### src/mpm_params.svh
`ifndef MPM_PARAMS_SVH
`define MPM_PARAMS_SVH
// ****************************************
// Timing
// ****************************************
// Clock period, 25 ns
`define MPM_CLK_NS 32'h00000019
// Qualification tick, 0.1 s in ns
`define MPM_TICK_NS 32'h05F5E100
// One hour in 0.1 s ticks
`define MPM_HOUR_TICKS 32'h00008CA0
`define MPM_WIN_SLOTS 10
// ****************************************
// Register offsets
// ****************************************
`define MPM_A_THR_RGN 2'h0
`define MPM_A_FLIM_RGN 4'h4
`define MPM_A_MFE 6'h14
`define MPM_A_MAE 6'h15
`define MPM_A_SFE 6'h16
`define MPM_A_SAE 6'h17
`define MPM_A_RSE 6'h18
`define MPM_A_PMH 6'h19
`define MPM_A_PMS 6'h1A
`define MPM_A_SPH 6'h1B
`define MPM_A_RATT 6'h1C
`define MPM_A_RDLY 6'h1D
`define MPM_A_CTRL 6'h1E
`define MPM_A_FAULT 6'h20
`define MPM_A_ALARM 6'h21
`define MPM_A_HRS 6'h22
`define MPM_A_STS 6'h23
`define MPM_A_RCNT 6'h24
// ****************************************
// Reset values
// ****************************************
`define MPM_DEF_IMB_LVL 16'h000F
`define MPM_DEF_IMB_DLY 16'h001E
`define MPM_DEF_JAM_LVL 16'h03E8
`define MPM_DEF_THD_LVL 16'h03E8
`define MPM_DEF_SHORT_DLY 16'h0001
`define MPM_DEF_FHI 16'h003F
`define MPM_DEF_FLO 16'h002F
`define MPM_DEF_SFE 16'h0070
`define MPM_DEF_PMH 16'h2710
`define MPM_DEF_PMS 16'h0064
`define MPM_DEF_SPH 16'h0002
// ****************************************
// Enable and control word bits
// ****************************************
`define MPM_M_IMB 0
`define MPM_M_JAM 1
`define MPM_M_THDI 2
`define MPM_M_PMH 3
`define MPM_M_PMS 4
`define MPM_M_SPH 5
`define MPM_S_OG 5
`define MPM_S_FHI 7
`define MPM_S_THDV 8
`define MPM_S_FLO 9
`define MPM_C_RCLR 0
`define MPM_C_HLD 1
`define MPM_C_SLD 2
// ****************************************
// Fault and alarm word bits
// ****************************************
`define MPM_B_IMB 0
`define MPM_B_JAM 1
`define MPM_B_THDV 2
`define MPM_B_THDI 3
`define MPM_B_FHI 4
`define MPM_B_FLO 5
`define MPM_B_PMH 6
`define MPM_B_PMS 7
`define MPM_B_SPH 8
`define MPM_B_OG 9
`endif

### src/mpm_pkg.sv
package mpm_pkg;
  typedef struct packed {
    logic [15:0] imbal;
    logic [15:0] peak;
    logic [15:0] thd_v;
    logic [15:0] thd_i;
    logic [15:0] freq;
  } mpm_meas_t;
  typedef enum logic [0:0] {
    MPM_RS_IDLE = 1'b0,
    MPM_RS_WAIT = 1'b1
  } mpm_rs_t;
  typedef struct packed {
    logic [31:0] cnt;
    logic tick;
  } mpm_tick_st_t;
  typedef struct packed {
    logic [15:0] cnt;
    logic qual;
  } mpm_qual_st_t;
  typedef struct packed {
    logic [7:0][15:0] lvl;
    logic [7:0][15:0] dly;
    logic [3:0][15:0] flim;
    logic [15:0] mfe;
    logic [15:0] mae;
    logic [15:0] sfe;
    logic [15:0] sae;
    logic [15:0] rse;
    logic [15:0] pmh;
    logic [15:0] pms;
    logic [15:0] sph;
    logic [15:0] ratt;
    logic [15:0] rdly;
    logic [15:0] fault;
    logic [15:0] alarm;
    logic [15:0] hrs_rem;
    logic [15:0] sts_rem;
    logic [15:0] run_ticks;
    logic [9:0][15:0] win;
    mpm_rs_t rs_st;
    logic [2:0] rs_cnt;
    logic [15:0] rs_tmr;
    logic [15:0] rdata;
    logic restart;
  } mpm_st_t;
endpackage

### src/mpm_monitor.sv
// Implementation choices: the strobed register port and the placing of the registers.
`timescale 1ns/1ps
`include "mpm_params.svh"
module mpm_monitor #(
  parameter int TICK_CYCLES = `MPM_TICK_NS / `MPM_CLK_NS,
  parameter int HOUR_TICKS = `MPM_HOUR_TICKS
) (
  input wire logic clock,
  input wire logic rst_b,
  input wire logic [5:0] addr,
  input wire logic [15:0] wdata,
  input wire logic wr,
  input wire logic rd,
  output logic [15:0] rdata,
  input wire mpm_pkg::mpm_meas_t meas,
  input wire logic motor_running,
  input wire logic motor_start,
  input wire logic open_gate_trip,
  output logic [15:0] fault,
  output logic [15:0] alarm,
  output logic restart
);
  localparam mpm_pkg::mpm_st_t ST_RST = '{
    lvl: {`MPM_DEF_THD_LVL, `MPM_DEF_THD_LVL, `MPM_DEF_THD_LVL,
      `MPM_DEF_THD_LVL, `MPM_DEF_JAM_LVL, `MPM_DEF_JAM_LVL,
      `MPM_DEF_IMB_LVL, `MPM_DEF_IMB_LVL},
    dly: {{6{`MPM_DEF_SHORT_DLY}}, `MPM_DEF_IMB_DLY, `MPM_DEF_IMB_DLY},
    flim: {`MPM_DEF_FLO, `MPM_DEF_FHI, `MPM_DEF_FLO, `MPM_DEF_FHI},
    mfe: 16'h0000,
    mae: 16'h0000,
    sfe: `MPM_DEF_SFE,
    sae: 16'h0000,
    rse: 16'h0000,
    pmh: `MPM_DEF_PMH,
    pms: `MPM_DEF_PMS,
    sph: `MPM_DEF_SPH,
    ratt: 16'h0000,
    rdly: 16'h0000,
    fault: 16'h0000,
    alarm: 16'h0000,
    hrs_rem: `MPM_DEF_PMH,
    sts_rem: `MPM_DEF_PMS,
    run_ticks: 16'h0000,
    win: '0,
    rs_st: mpm_pkg::MPM_RS_IDLE,
    rs_cnt: 3'h0,
    rs_tmr: 16'h0000,
    rdata: 16'h0000,
    restart: 1'b0
  };

  mpm_pkg::mpm_st_t q;
  mpm_pkg::mpm_st_t d;
  logic tick;
  logic [7:0] qv;
  logic [7:0] cond;
  logic [15:0] set;
  logic [15:0] clr;
  logic [15:0] al;
  logic [15:0] rmask;
  logic [3:0] nwin;
  logic placed;
  logic blocked;
  logic rs_ok;
  logic hour_end;

  // ****************************************
  // Time base and qualification timers
  // ****************************************
  mpm_tick_div #(
    .TICK_CYCLES(TICK_CYCLES)
  ) u_tick (
    .clock(clock),
    .rst_b(rst_b),
    .tick(tick)
  );

  // Even index is the fault path, odd the alarm path
  always_comb begin
    cond[0] = meas.imbal > q.lvl[0];
    cond[1] = meas.imbal > q.lvl[1];
    cond[2] = meas.peak > q.lvl[2];
    cond[3] = meas.peak > q.lvl[3];
    cond[4] = meas.thd_v > q.lvl[4];
    cond[5] = meas.thd_v > q.lvl[5];
    cond[6] = meas.thd_i > q.lvl[6];
    cond[7] = meas.thd_i > q.lvl[7];
  end

  for (genvar g = 0; g < 8; g++) begin : g_qual
    mpm_qual_timer u_qual (
      .clock(clock),
      .rst_b(rst_b),
      .tick(tick),
      .cond(cond[g]),
      .dly(q.dly[g]),
      .qual(qv[g])
    );
  end

  // ****************************************
  // Next state
  // ****************************************
  always_comb begin
    d = q;
    d.restart = 1'b0;
    d.rdata = 16'h0000;
    set = 16'h0000;
    clr = 16'h0000;
    al = 16'h0000;
    nwin = 4'h0;
    placed = 1'b0;
    hour_end = 1'b0;

    // Register writes
    if (wr) begin
      if (addr[5:4] == `MPM_A_THR_RGN) begin
        if (addr[0]) begin
          d.dly[addr[3:1]] = wdata;
        end else begin
          d.lvl[addr[3:1]] = wdata;
        end
      end else if (addr[5:2] == `MPM_A_FLIM_RGN) begin
        d.flim[addr[1:0]] = wdata;
      end else begin
        case (addr)
          `MPM_A_MFE: d.mfe = wdata;
          `MPM_A_MAE: d.mae = wdata;
          `MPM_A_SFE: d.sfe = wdata;
          `MPM_A_SAE: d.sae = wdata;
          `MPM_A_RSE: d.rse = wdata;
          `MPM_A_PMH: begin
            d.pmh = wdata;
            d.hrs_rem = wdata;
          end
          `MPM_A_PMS: begin
            d.pms = wdata;
            d.sts_rem = wdata;
          end
          `MPM_A_SPH: d.sph = wdata;
          `MPM_A_RATT: d.ratt = wdata;
          `MPM_A_RDLY: d.rdly = wdata;
          `MPM_A_CTRL: begin
            if (wdata[`MPM_C_RCLR]) begin
              d.rs_cnt = 3'h0;
            end
            if (wdata[`MPM_C_HLD]) begin
              d.hrs_rem = q.pmh;
            end
            if (wdata[`MPM_C_SLD]) begin
              d.sts_rem = q.pms;
            end
          end
          `MPM_A_FAULT: clr = wdata;
          default: ;
        endcase
      end
    end

    // Sliding one-hour start window
    for (int i = 0; i < `MPM_WIN_SLOTS; i++) begin
      if (q.win[i] != 16'h0000) begin
        nwin = nwin + 4'h1;
        if (tick) begin
          d.win[i] = q.win[i] - 16'h0001;
        end
      end
    end
    blocked = motor_start && ({12'h000, nwin} >= q.sph);
    for (int i = 0; i < `MPM_WIN_SLOTS; i++) begin
      if (motor_start && !blocked && !placed && q.win[i] == 16'h0000) begin
        d.win[i] = 16'(HOUR_TICKS);
        placed = 1'b1;
      end
    end

    // Maintenance countdowns
    if (tick && motor_running) begin
      hour_end = q.run_ticks == 16'(HOUR_TICKS - 1);
      if (hour_end) begin
        d.run_ticks = 16'h0000;
        if (q.hrs_rem != 16'h0000 && !(wr && addr == `MPM_A_PMH)
            && !(wr && addr == `MPM_A_CTRL && wdata[`MPM_C_HLD])) begin
          d.hrs_rem = q.hrs_rem - 16'h0001;
        end
      end else begin
        d.run_ticks = q.run_ticks + 16'h0001;
      end
    end
    if (motor_start && !blocked && q.sts_rem != 16'h0000
        && !(wr && addr == `MPM_A_PMS)
        && !(wr && addr == `MPM_A_CTRL && wdata[`MPM_C_SLD])) begin
      d.sts_rem = q.sts_rem - 16'h0001;
    end

    // Fault detection, latched
    set[`MPM_B_IMB] = qv[0] && q.mfe[`MPM_M_IMB];
    set[`MPM_B_JAM] = qv[2] && q.mfe[`MPM_M_JAM];
    set[`MPM_B_THDV] = qv[4] && q.sfe[`MPM_S_THDV];
    set[`MPM_B_THDI] = qv[6] && q.mfe[`MPM_M_THDI];
    set[`MPM_B_FHI] = meas.freq > q.flim[0] && q.sfe[`MPM_S_FHI];
    set[`MPM_B_FLO] = meas.freq < q.flim[1] && q.sfe[`MPM_S_FLO];
    set[`MPM_B_PMH] = q.hrs_rem == 16'h0000 && q.mfe[`MPM_M_PMH];
    set[`MPM_B_PMS] = q.sts_rem == 16'h0000 && q.mfe[`MPM_M_PMS];
    set[`MPM_B_SPH] = blocked && q.mfe[`MPM_M_SPH];
    set[`MPM_B_OG] = open_gate_trip && q.sfe[`MPM_S_OG];

    // Alarm detection, live
    al[`MPM_B_IMB] = qv[1] && q.mae[`MPM_M_IMB];
    al[`MPM_B_JAM] = qv[3] && q.mae[`MPM_M_JAM];
    al[`MPM_B_THDV] = qv[5] && q.sae[`MPM_S_THDV];
    al[`MPM_B_THDI] = qv[7] && q.mae[`MPM_M_THDI];
    al[`MPM_B_FHI] = meas.freq > q.flim[2] && q.sae[`MPM_S_FHI];
    al[`MPM_B_FLO] = meas.freq < q.flim[3] && q.sae[`MPM_S_FLO];
    al[`MPM_B_PMH] = q.hrs_rem == 16'h0000 && q.mae[`MPM_M_PMH];
    al[`MPM_B_PMS] = q.sts_rem == 16'h0000 && q.mae[`MPM_M_PMS];
    d.alarm = al;

    // Automatic restart
    rmask = 16'h0000;
    rmask[`MPM_B_OG] = q.rse[`MPM_S_OG];
    rmask[`MPM_B_FHI] = q.rse[`MPM_S_FHI];
    rmask[`MPM_B_FLO] = q.rse[`MPM_S_FHI];
    rmask[`MPM_B_THDV] = q.rse[`MPM_S_THDV];
    rs_ok = q.fault != 16'h0000 && (q.fault & ~rmask) == 16'h0000
      && {13'h0000, q.rs_cnt} < q.ratt;
    unique case (q.rs_st)
      mpm_pkg::MPM_RS_IDLE: begin
        if (rs_ok) begin
          d.rs_tmr = q.rdly;
          d.rs_st = mpm_pkg::MPM_RS_WAIT;
        end
      end
      mpm_pkg::MPM_RS_WAIT: begin
        if (q.fault == 16'h0000) begin
          d.rs_st = mpm_pkg::MPM_RS_IDLE;
        end else if (q.rs_tmr == 16'h0000) begin
          d.restart = 1'b1;
          d.rs_cnt = q.rs_cnt + 3'h1;
          clr = 16'hFFFF;
          d.rs_st = mpm_pkg::MPM_RS_IDLE;
        end else if (tick) begin
          d.rs_tmr = q.rs_tmr - 16'h0001;
        end
      end
    endcase

    // New events win over a clear in the same cycle
    d.fault = (q.fault & ~clr) | set;

    // Register reads
    if (rd) begin
      if (addr[5:4] == `MPM_A_THR_RGN) begin
        d.rdata = addr[0] ? q.dly[addr[3:1]] : q.lvl[addr[3:1]];
      end else if (addr[5:2] == `MPM_A_FLIM_RGN) begin
        d.rdata = q.flim[addr[1:0]];
      end else begin
        case (addr)
          `MPM_A_MFE: d.rdata = q.mfe;
          `MPM_A_MAE: d.rdata = q.mae;
          `MPM_A_SFE: d.rdata = q.sfe;
          `MPM_A_SAE: d.rdata = q.sae;
          `MPM_A_RSE: d.rdata = q.rse;
          `MPM_A_PMH: d.rdata = q.pmh;
          `MPM_A_PMS: d.rdata = q.pms;
          `MPM_A_SPH: d.rdata = q.sph;
          `MPM_A_RATT: d.rdata = q.ratt;
          `MPM_A_RDLY: d.rdata = q.rdly;
          `MPM_A_FAULT: d.rdata = q.fault;
          `MPM_A_ALARM: d.rdata = q.alarm;
          `MPM_A_HRS: d.rdata = q.hrs_rem;
          `MPM_A_STS: d.rdata = q.sts_rem;
          `MPM_A_RCNT: d.rdata = {12'h000, nwin};
          default: d.rdata = 16'h0000;
        endcase
      end
    end
  end

  always_ff @(posedge clock or negedge rst_b) begin
    if (!rst_b) begin
      q <= ST_RST;
    end else begin
      q <= d;
    end
  end

  assign rdata = q.rdata;
  assign fault = q.fault;
  assign alarm = q.alarm;
  assign restart = q.restart;
endmodule

### src/mpm_qual_timer.sv
`timescale 1ns/1ps
module mpm_qual_timer (
  input wire logic clock,
  input wire logic rst_b,
  input wire logic tick,
  input wire logic cond,
  input wire logic [15:0] dly,
  output logic qual
);
  mpm_pkg::mpm_qual_st_t q;
  mpm_pkg::mpm_qual_st_t d;

  always_comb begin
    d = q;
    if (!cond) begin
      d.cnt = 16'h0000;
    end else if (tick && q.cnt != 16'hFFFF) begin
      d.cnt = q.cnt + 16'h0001;
    end
    d.qual = cond && (d.cnt >= dly);
  end

  always_ff @(posedge clock or negedge rst_b) begin
    if (!rst_b) begin
      q <= '0;
    end else begin
      q <= d;
    end
  end

  assign qual = q.qual;
endmodule

### src/mpm_tick_div.sv
`timescale 1ns/1ps
module mpm_tick_div #(
  parameter int TICK_CYCLES = 4
) (
  input wire logic clock,
  input wire logic rst_b,
  output logic tick
);
  mpm_pkg::mpm_tick_st_t q;
  mpm_pkg::mpm_tick_st_t d;

  always_comb begin
    d = q;
    d.tick = 1'b0;
    if (q.cnt == 32'(TICK_CYCLES - 1)) begin
      d.cnt = 32'h00000000;
      d.tick = 1'b1;
    end else begin
      d.cnt = q.cnt + 32'h00000001;
    end
  end

  always_ff @(posedge clock or negedge rst_b) begin
    if (!rst_b) begin
      q <= '0;
    end else begin
      q <= d;
    end
  end

  assign tick = q.tick;
endmodule
### config.mk
export PLATFORM = sky130hd
export DESIGN_NAME = mpm_monitor
export DESIGN_NICKNAME = d
export VERILOG_FILES = /design/src/mpm_pkg.sv /design/src/mpm_monitor.sv /design/src/mpm_qual_timer.sv /design/src/mpm_tick_div.sv
export VERILOG_INCLUDE_DIRS = /design/src
export SDC_FILE = /design/constraint.sdc
export NUM_CORES = 2
export LEC_CHECK = 0
export BUFFER_PORTS_ARGS = -buffer_cell sky130_fd_sc_hd__buf_2
export CAP_MARGIN = 20
export CORE_AREA = 2 2 340 275
export CTS_CLUSTER_SIZE = 14
export DETAILED_ROUTE_END_ITERATION = 10
export DIE_AREA = 0 0 342 277
export PLACE_DENSITY_LB_ADDON = 0.08
export SLEW_MARGIN = 30
export SYNTH_ARGS = -nofsm -noshare
export SYNTH_HDL_FRONTEND = slang
export SYNTH_SLANG_ARGS = --single-unit
### constraint.sdc
create_clock -name clock -period 8.2 [get_ports clock]
set_clock_uncertainty 0.1 [all_clocks]
set_input_delay 0.82 -clock clock [delete_from_list [all_inputs] [get_ports clock]]
set_output_delay 0.82 -clock clock [all_outputs]
set_load 0.005 [all_outputs]
# After elaboration in Yosys (flattened, before gate mapping)
# Index checks and enable logic that the tools add are counted.
[totals]
latchBits = 0
n_memories = 0
mem_bits_ro = 0
out_inout_bits = 49
wordCells = 452
regBits = 918
ramBits = 0
[classes]
bitwise_logic = 9
n_eq_ne = 34
n_mux = 122
reduce_logical = 160
shift = 0
multipliers = 0
addsub = 33
div_mod_pow = 0
order_cmp = 26
[op_table]
columns = ["cell", "n"]
rows = [
  ["$mux W16", 72],
  ["$bwmux W128", 2],
  ["$logic_not A16 Y1", 15],
  ["$pmux W16 S15", 1],
  ["$reduce_bool A16 Y1", 13],
  ["$sub A16 B1 Y16 const B", 13],
  ["$gt A16 B16 Y1", 10],
  ["$add A16 B1 Y16 const B", 9],
  ["$ge A16 B16 Y1", 8],
  ["$mux W32", 4],
  ["$ne A16 B16 Y1 const B", 8],
  ["$bmux W16 S3", 2],
  ["$pmux W16 S2", 3],
  ["$logic_and A1 B1 Y1", 70],
  ["$eq A6 B5 Y1 const B", 11],
  ["$bwmux W64", 1],
  ["$demux W16 S3", 1],
  ["$reduce_and A4 Y1", 11],
  ["$reduce_bool A2 Y1", 21],
  ["$mux W4", 10],
  ["$add A4 B1 Y4 const B", 9],
  ["$add A32 B1 Y32 const B", 1],
  ["$and A16 B16 Y16", 2],
  ["$bmux W16 S2", 1],
  ["30 further kinds", 86],
]

# Logic depth before layout (Yosys ltp)
[logic_depth]
word_depth = 63
ltp_mapped = 40
depth_no_buf = 38

# Cells and area by module
# From an unflattened synthesis, not the netlist that was laid out.
[hier_totals]
hier_cells = 5430
hier_area_um2 = 53851.6
[by_module_without_submodules]
columns = ["module", "n_inst", "seq_area_each_um2", "area_each_um2", "cells_per_inst"]
rows = [
  ["mpm_monitor", 1, 18868.1, 41670.0, 4069],
  ["mpm_qual_timer", 8, 425.4, 1317.5, 151],
  ["mpm_tick_div", 1, 825.8, 1641.6, 153],
]

# Worst setup path after synthesis
# OpenSTA, ideal clock, no wires.
[synth_path]
path_kind = "register to register"
startpoint = "register q[61] in the netlist's numbering"
endpoint = "register q[144] in the netlist's numbering"
t_arrival_ns = 7.789
path_stages_with_launch = 37
slack_ns = 0.184
period_less_slack_ns = 8.016
n_path_buf = 2
required_time_ns = 7.973
path_cell_list = "dfrtp_1 -> or4_1 -> nor4_1 -> or3b_1 -> clkbuf_1 -> inv_1 -> ha_1 -> clkbuf_1 -> xor2_1 -> ha_1 -> o21ai_1 -> a21boi_1 -> mux2i_1 -> mux2i_1 -> or2_2 -> ha_1 -> nand2_1 -> o221ai_2 -> nor2_4 -> ha_1 -> xnor2_1 -> nor2_1 -> nor2_1 -> ha_1 -> nand2_1 -> xor2_1 -> xnor2_1 -> ha_1 -> a21o_1 -> a21oi_1 -> o21ai_0 -> nor4_1 -> nand3_1 -> and2_1 -> nor4_1 -> xnor2_1 -> nand2_1"
[synth_via]
elab_chain_len = 49
word_cells_on_any_way = 52
cone_classes = "add/sub: 8; order compare: 1; mux: 16; reduce/logical: 27"
[synth_lines]
columns = ["item", "line", "source"]
rows = [
  ["start: declaration", "mpm_monitor.sv:52", "mpm_pkg::mpm_st_t q;"],
  ["start signal: assignment", "mpm_monitor.sv:282", "q <= ST_RST;"],
  ["start signal: assignment", "mpm_monitor.sv:284", "q <= d;"],
  ["$reduce_bool A16 Y1", "mpm_monitor.sv:162", "if (q.win[i] != 16'h0000) begin"],
  ["$mux W4", "mpm_monitor.sv:162", ""],
  ["$add A4 B1 Y4", "mpm_monitor.sv:163", "nwin = nwin + 4'h1;"],
  ["$mux W4", "mpm_monitor.sv:162", ""],
  ["$add A4 B1 Y4", "mpm_monitor.sv:163", ""],
  ["$mux W4", "mpm_monitor.sv:162", ""],
  ["$add A4 B1 Y4", "mpm_monitor.sv:163", ""],
  ["$mux W4", "mpm_monitor.sv:162", ""],
  ["[... 31 more ...]", "n/a", ""],
  ["$mux W1", "mpm_monitor.sv:171", "if (motor_start && !blocked && !placed && q.win[i] == 16'h0000) begin"],
  ["$logic_not A1 Y1", "mpm_monitor.sv:171", ""],
  ["$logic_and A1 B1 Y1 (2 in series)", "mpm_monitor.sv:171", ""],
  ["$mux W1", "mpm_monitor.sv:171", ""],
  ["$logic_not A1 Y1", "mpm_monitor.sv:171", ""],
  ["$logic_and A1 B1 Y1 (*) (2 in series)", "mpm_monitor.sv:171", ""],
  ["$reduce_bool A2 Y1 (no line)", "n/a", ""],
  ["$reduce_and A2 Y1 (no line)", "n/a", ""],
]
# Every way passes the cells marked *; elsewhere a longest branch is shown, timed or not.
# A chain may end at the register's enable or synchronous reset.

# Worst setup path in the final report
[layout_path]
startpoint = "register q[62] in the netlist's numbering"
endpoint = "register q[223] in the netlist's numbering"
[layout_via]
elab_chain_len = 27
word_cells_on_any_way = 32
cone_classes = "add/sub: 8; order compare: 1; eq/ne: 3; mux: 10; reduce/logical: 10"
[layout_lines]
columns = ["item", "line", "source"]
rows = [
  ["$reduce_bool A16 Y1 (*)", "mpm_monitor.sv:162", ""],
  ["$mux W4 (*)", "mpm_monitor.sv:162", ""],
  ["$add A4 B1 Y4", "mpm_monitor.sv:163", ""],
  ["$mux W4 (*)", "mpm_monitor.sv:162", ""],
  ["$add A4 B1 Y4", "mpm_monitor.sv:163", ""],
  ["$mux W4 (*)", "mpm_monitor.sv:162", ""],
  ["$add A4 B1 Y4", "mpm_monitor.sv:163", ""],
  ["$mux W4 (*)", "mpm_monitor.sv:162", ""],
  ["[... 8 more ...]", "n/a", ""],
  ["$add A4 B1 Y4", "mpm_monitor.sv:163", ""],
  ["$mux W4 (*)", "mpm_monitor.sv:162", ""],
  ["$ge A4 B16 Y1 (*)", "mpm_monitor.sv:169", "blocked = motor_start && ({12'h000, nwin} >= q.sph);"],
  ["$logic_and A1 B1 Y1 (*)", "mpm_monitor.sv:169", ""],
  ["$logic_not A1 Y1 (*)", "mpm_monitor.sv:190", "if (motor_start && !blocked && q.sts_rem != 16'h0000"],
  ["$logic_and A1 B1 Y1 (*) (4 in series)", "mpm_monitor.sv:190", ""],
  ["$ne A3 B2 Y1 (no line) (tied with other cells)", "n/a", ""],
  ["$reduce_and A5 Y1 (no line)", "n/a", ""],
]
# Marks and branches as above.

==> metrics.cfg <==
[setup_path]
slowest_delay_ps = 560
cp_common_cell = ha_1
crit_fanout = 10
startpoint_type = flip-flop
worst-endpoint-required_ps = 8690
cpMaxStageDelayCell = or4_4
cp.arrival_ps = 8310
worstSetupPathType = reg -> reg
end_kind = flip-flop

[placement]
place_inst = 6388
gp_congestion = 0.939
pre_cts_slack_ps = -161
hpwl_mm = 111
portBuffers = 149

[synth]
synth.area.mux_share_pct = 9.84
synth-compound-area-share_pct = 11.6
ys_ff_latch = 918
synth-edff-count = 0
synthDistinctLibCells = 93
synth_xor_area_share_pct = 5.48
async_flop_share_pct = 100
seq_area_frac_synth_pct = 44.6
yosysWarnings = 0
synth-main-ff-cell = dfrtp_1
synth-simple-area-share_pct = 14.6
syn-cell-area_um2 = 51800
synth_cells = 5190
syn_area_per_cell_um2 = 9.98
synth_fa_ha_area_share_pct = 8.68
synth_top_family_by_area = simple AND/OR/NAND/NOR gates

[drt]
dr.pass1.iters = 6
met2_length_mm = 68.5
drt-initial-drc-count = 4165
drcViolationCount = 0
m1WireLength_mm = 70.7
via_count = 40400
postRouteAntennaNets = 0
wl_mm = 158
wl_met3_mm = 13.6
via_per_inst = 6.13
wl_per_cell_um = 24.1
top_layer = met5

[power]
vdd_drop_max_mv = 0.162
total_power_w = 0.0124
leakage_nw = 26.8
p_per_area_nw_per_um2 = 215

[layout]
final_cells = 6582
drive_above_1_share_pct = 18.6
syn2layout_area_growth_pct = 11.0
nFillCells = 7559
fin_util_pct = 62.6
fin_nets = 5733

[floorplan]
io-pin-count = 158
die_area_um2 = 94700
row_count = 100
core_area_um2 = 91800
dieWidth_um = 342
start_util_pct = 56.4
die_h_um = 277

[flow_run]
maxCapViolCount = 0

[grt]
grt_pass1_vias = 39400
grt_usage_pct = 33.5
gr-total-overflow = 0
grt_max_degree = 177
grt_pass1_wl_mm = 243
antenna_found_initial = 9

[clock_network]
h-tree-depth = 3
cts_tree = yes
clk_root_buffer_cell = clkbuf_16
clock-sinks = 918
postCtsSetupRepairBufs = 0
clkTransAtPathRegs_ps = 60
cts_buffers = 96
cts.path.max_buffers = 3
clk_latency_ps = 680

[timing]
hold_ws_ps = 275
finalHoldViolations = 0
max_freq_ghz = 0.128
period_needed_ps = 7820
tightest_slew_ps = 1040
slew_violations = 0
fin_ws_ps = 378
timing.slew.headroom_pct = 29.7
setup_viol = 0
fin_crit_sh_pct = 95.4

[run_status]
outcome = finished clean

[worst_hold_path]
hp-class = in -> reg

[placed cells by master (no fill, tap or decap), drive strengths merged, types with 164 or more instances in the layout]
cell type / n
a21oi: 166
buf: 247
dfrtp: 818
ha: 359
inv: 382
mux2: 363
nand2: 471
nor2: 378
o21ai: 331
xor2: 164
[kinds of logic (layout without fill, tap and decap cells)]
kind of cell    count (synthesis)  after routing
simple gates                 1564           1564
compound gates                946            946
flops                         918            918
buf+inv                       658            809
mux                           426            426
fa+ha+maj                     359            359
xor+xnor                      318            318
other cells                     1             18
[worst paths after layout]
kind	endpoint	from	cells after the start	slack [ps]
max in group asynchronous	q[443]$_DFFE_PN0P_	rst_b	4	5740
worst max register to register	q[223]$_DFFE_PN0P_	q[62]$_DFFE_PN0P_	34	380
worst min register to register	q[174]$_DFFE_PN0P_	q[174]$_DFFE_PN0P_	1	360
worst min-delay path	fault[9]$_DFF_PN0_	open_gate_trip	2	280
worst max-delay path	q[223]$_DFFE_PN0P_	q[62]$_DFFE_PN0P_	34	380
min in group asynchronous	q[169]$_DFFE_PN0P_	rst_b	2	570
[final cells by class]
class	instances	area [um2]	share of cell area (%)
Antenna cell	10	25.0	0.0435
Clock buffer	135	2740	4.77
Clock inverter	46	672	1.17
Inverter	380	1430	2.48
Multi-Input combinational cell	3621	26400	45.9
Sequential cell	918	23100	40.2
Tap cell	1224	1530	2.66
Timing Repair Buffer	248	1630	2.83
[repair_timing]
action | CTS | global route
cloned | 0 | 0
endpoints found under the hold margin | 0 | 27
resized for setup | 2 | 20
endpoints found under the setup margin | 14 | 84
pin swaps | 0 | 2
hold buffers | 0 | 1
[worst max-delay path: cells and delay by family (launching register included)]
kind | cells | cell delay [ps]
flops | 1 | 410
mux | 2 | 280
xor+xnor | 3 | 610
buf+inv | 1 | 130
fa+ha+maj | 6 | 1720
simple gates | 14 | 3040
compound gates | 8 | 1440
[synth_stat cells, drive strengths merged, types with 8 or more instances]
| cell | count | area [um2] |
|---|---|---|
| dfstp | 100 | 2630 |
| and3 | 56 | 350 |
| o31ai | 13 | 97.6 |
| a21oi | 166 | 831 |
| o22ai | 53 | 332 |
| nand4 | 100 | 626 |
| a221oi | 30 | 263 |
| xnor2 | 152 | 1350 |
| o211ai | 12 | 95.1 |
| o221ai | 16 | 146 |
| o21ai | 331 | 1660 |
| nand2 | 471 | 1770 |
| inv | 377 | 1420 |
| a22o | 32 | 280 |
| nor4 | 82 | 534 |
| xor2 | 164 | 1440 |
| clkbuf | 205 | 769 |
| or3 | 37 | 231 |
| nor3b | 10 | 75.1 |
| nor3 | 96 | 497 |
| a21o | 74 | 556 |
| and2 | 18 | 113 |
| a2111oi | 9 | 85.1 |
| mux2 | 363 | 4090 |
| a31oi | 25 | 156 |
| nand3b | 9 | 67.6 |
| nor2 | 378 | 1440 |
| ha | 359 | 4490 |
| o21a | 32 | 240 |
| or2 | 22 | 138 |
| nand2b | 58 | 363 |
| buf | 73 | 462 |
| mux4 | 30 | 676 |
| a211oi | 20 | 155 |
| and4 | 8 | 70.1 |
| nor2b | 46 | 288 |
| dfrtp | 818 | 20500 |
| nand3 | 129 | 646 |
| a32o | 9 | 90.1 |
| mux2i | 33 | 330 |
| a22oi | 70 | 526 |
| or4 | 29 | 240 |
[state kept, by name, summed over array words and instances (netlist names)]
register / flops
q: 708
g_qual.u_qual.q: 128
u_tick.q: 32
fault: 16
rdata: 16
alarm: 8
g_qual.u_qual.qual: 8
restart: 1
u_tick.tick: 1
[metal layers]
layer | vias up | GRT usage, %
li1 | 18400 | -
met1 | 20000 | 49.2
met2 | 1632 | 49.2
met3 | 313 | 6.80
met4 | 4 | 11.4
met5 | - | 0
[through the flow]
| stage | instance area (um2) | setup TNS [ps] |
|---|---|---|
| after CTS | 57300 | 0 |
| after detailed placement | 53800 | -834 |
| after global placement | 53800 | -17.8 |
| after global routing | 57500 | -143 |
| after floorplan | 51800 | 0 |
| final | 57500 | 0 |
[power breakdown]
group          switching [W]  internal (W)
Sequential          0.000448       0.00504
Combinational        0.00127      0.000849
Clock                0.00194       0.00282
No activity file was read; power rests on OpenSTA's default activity.
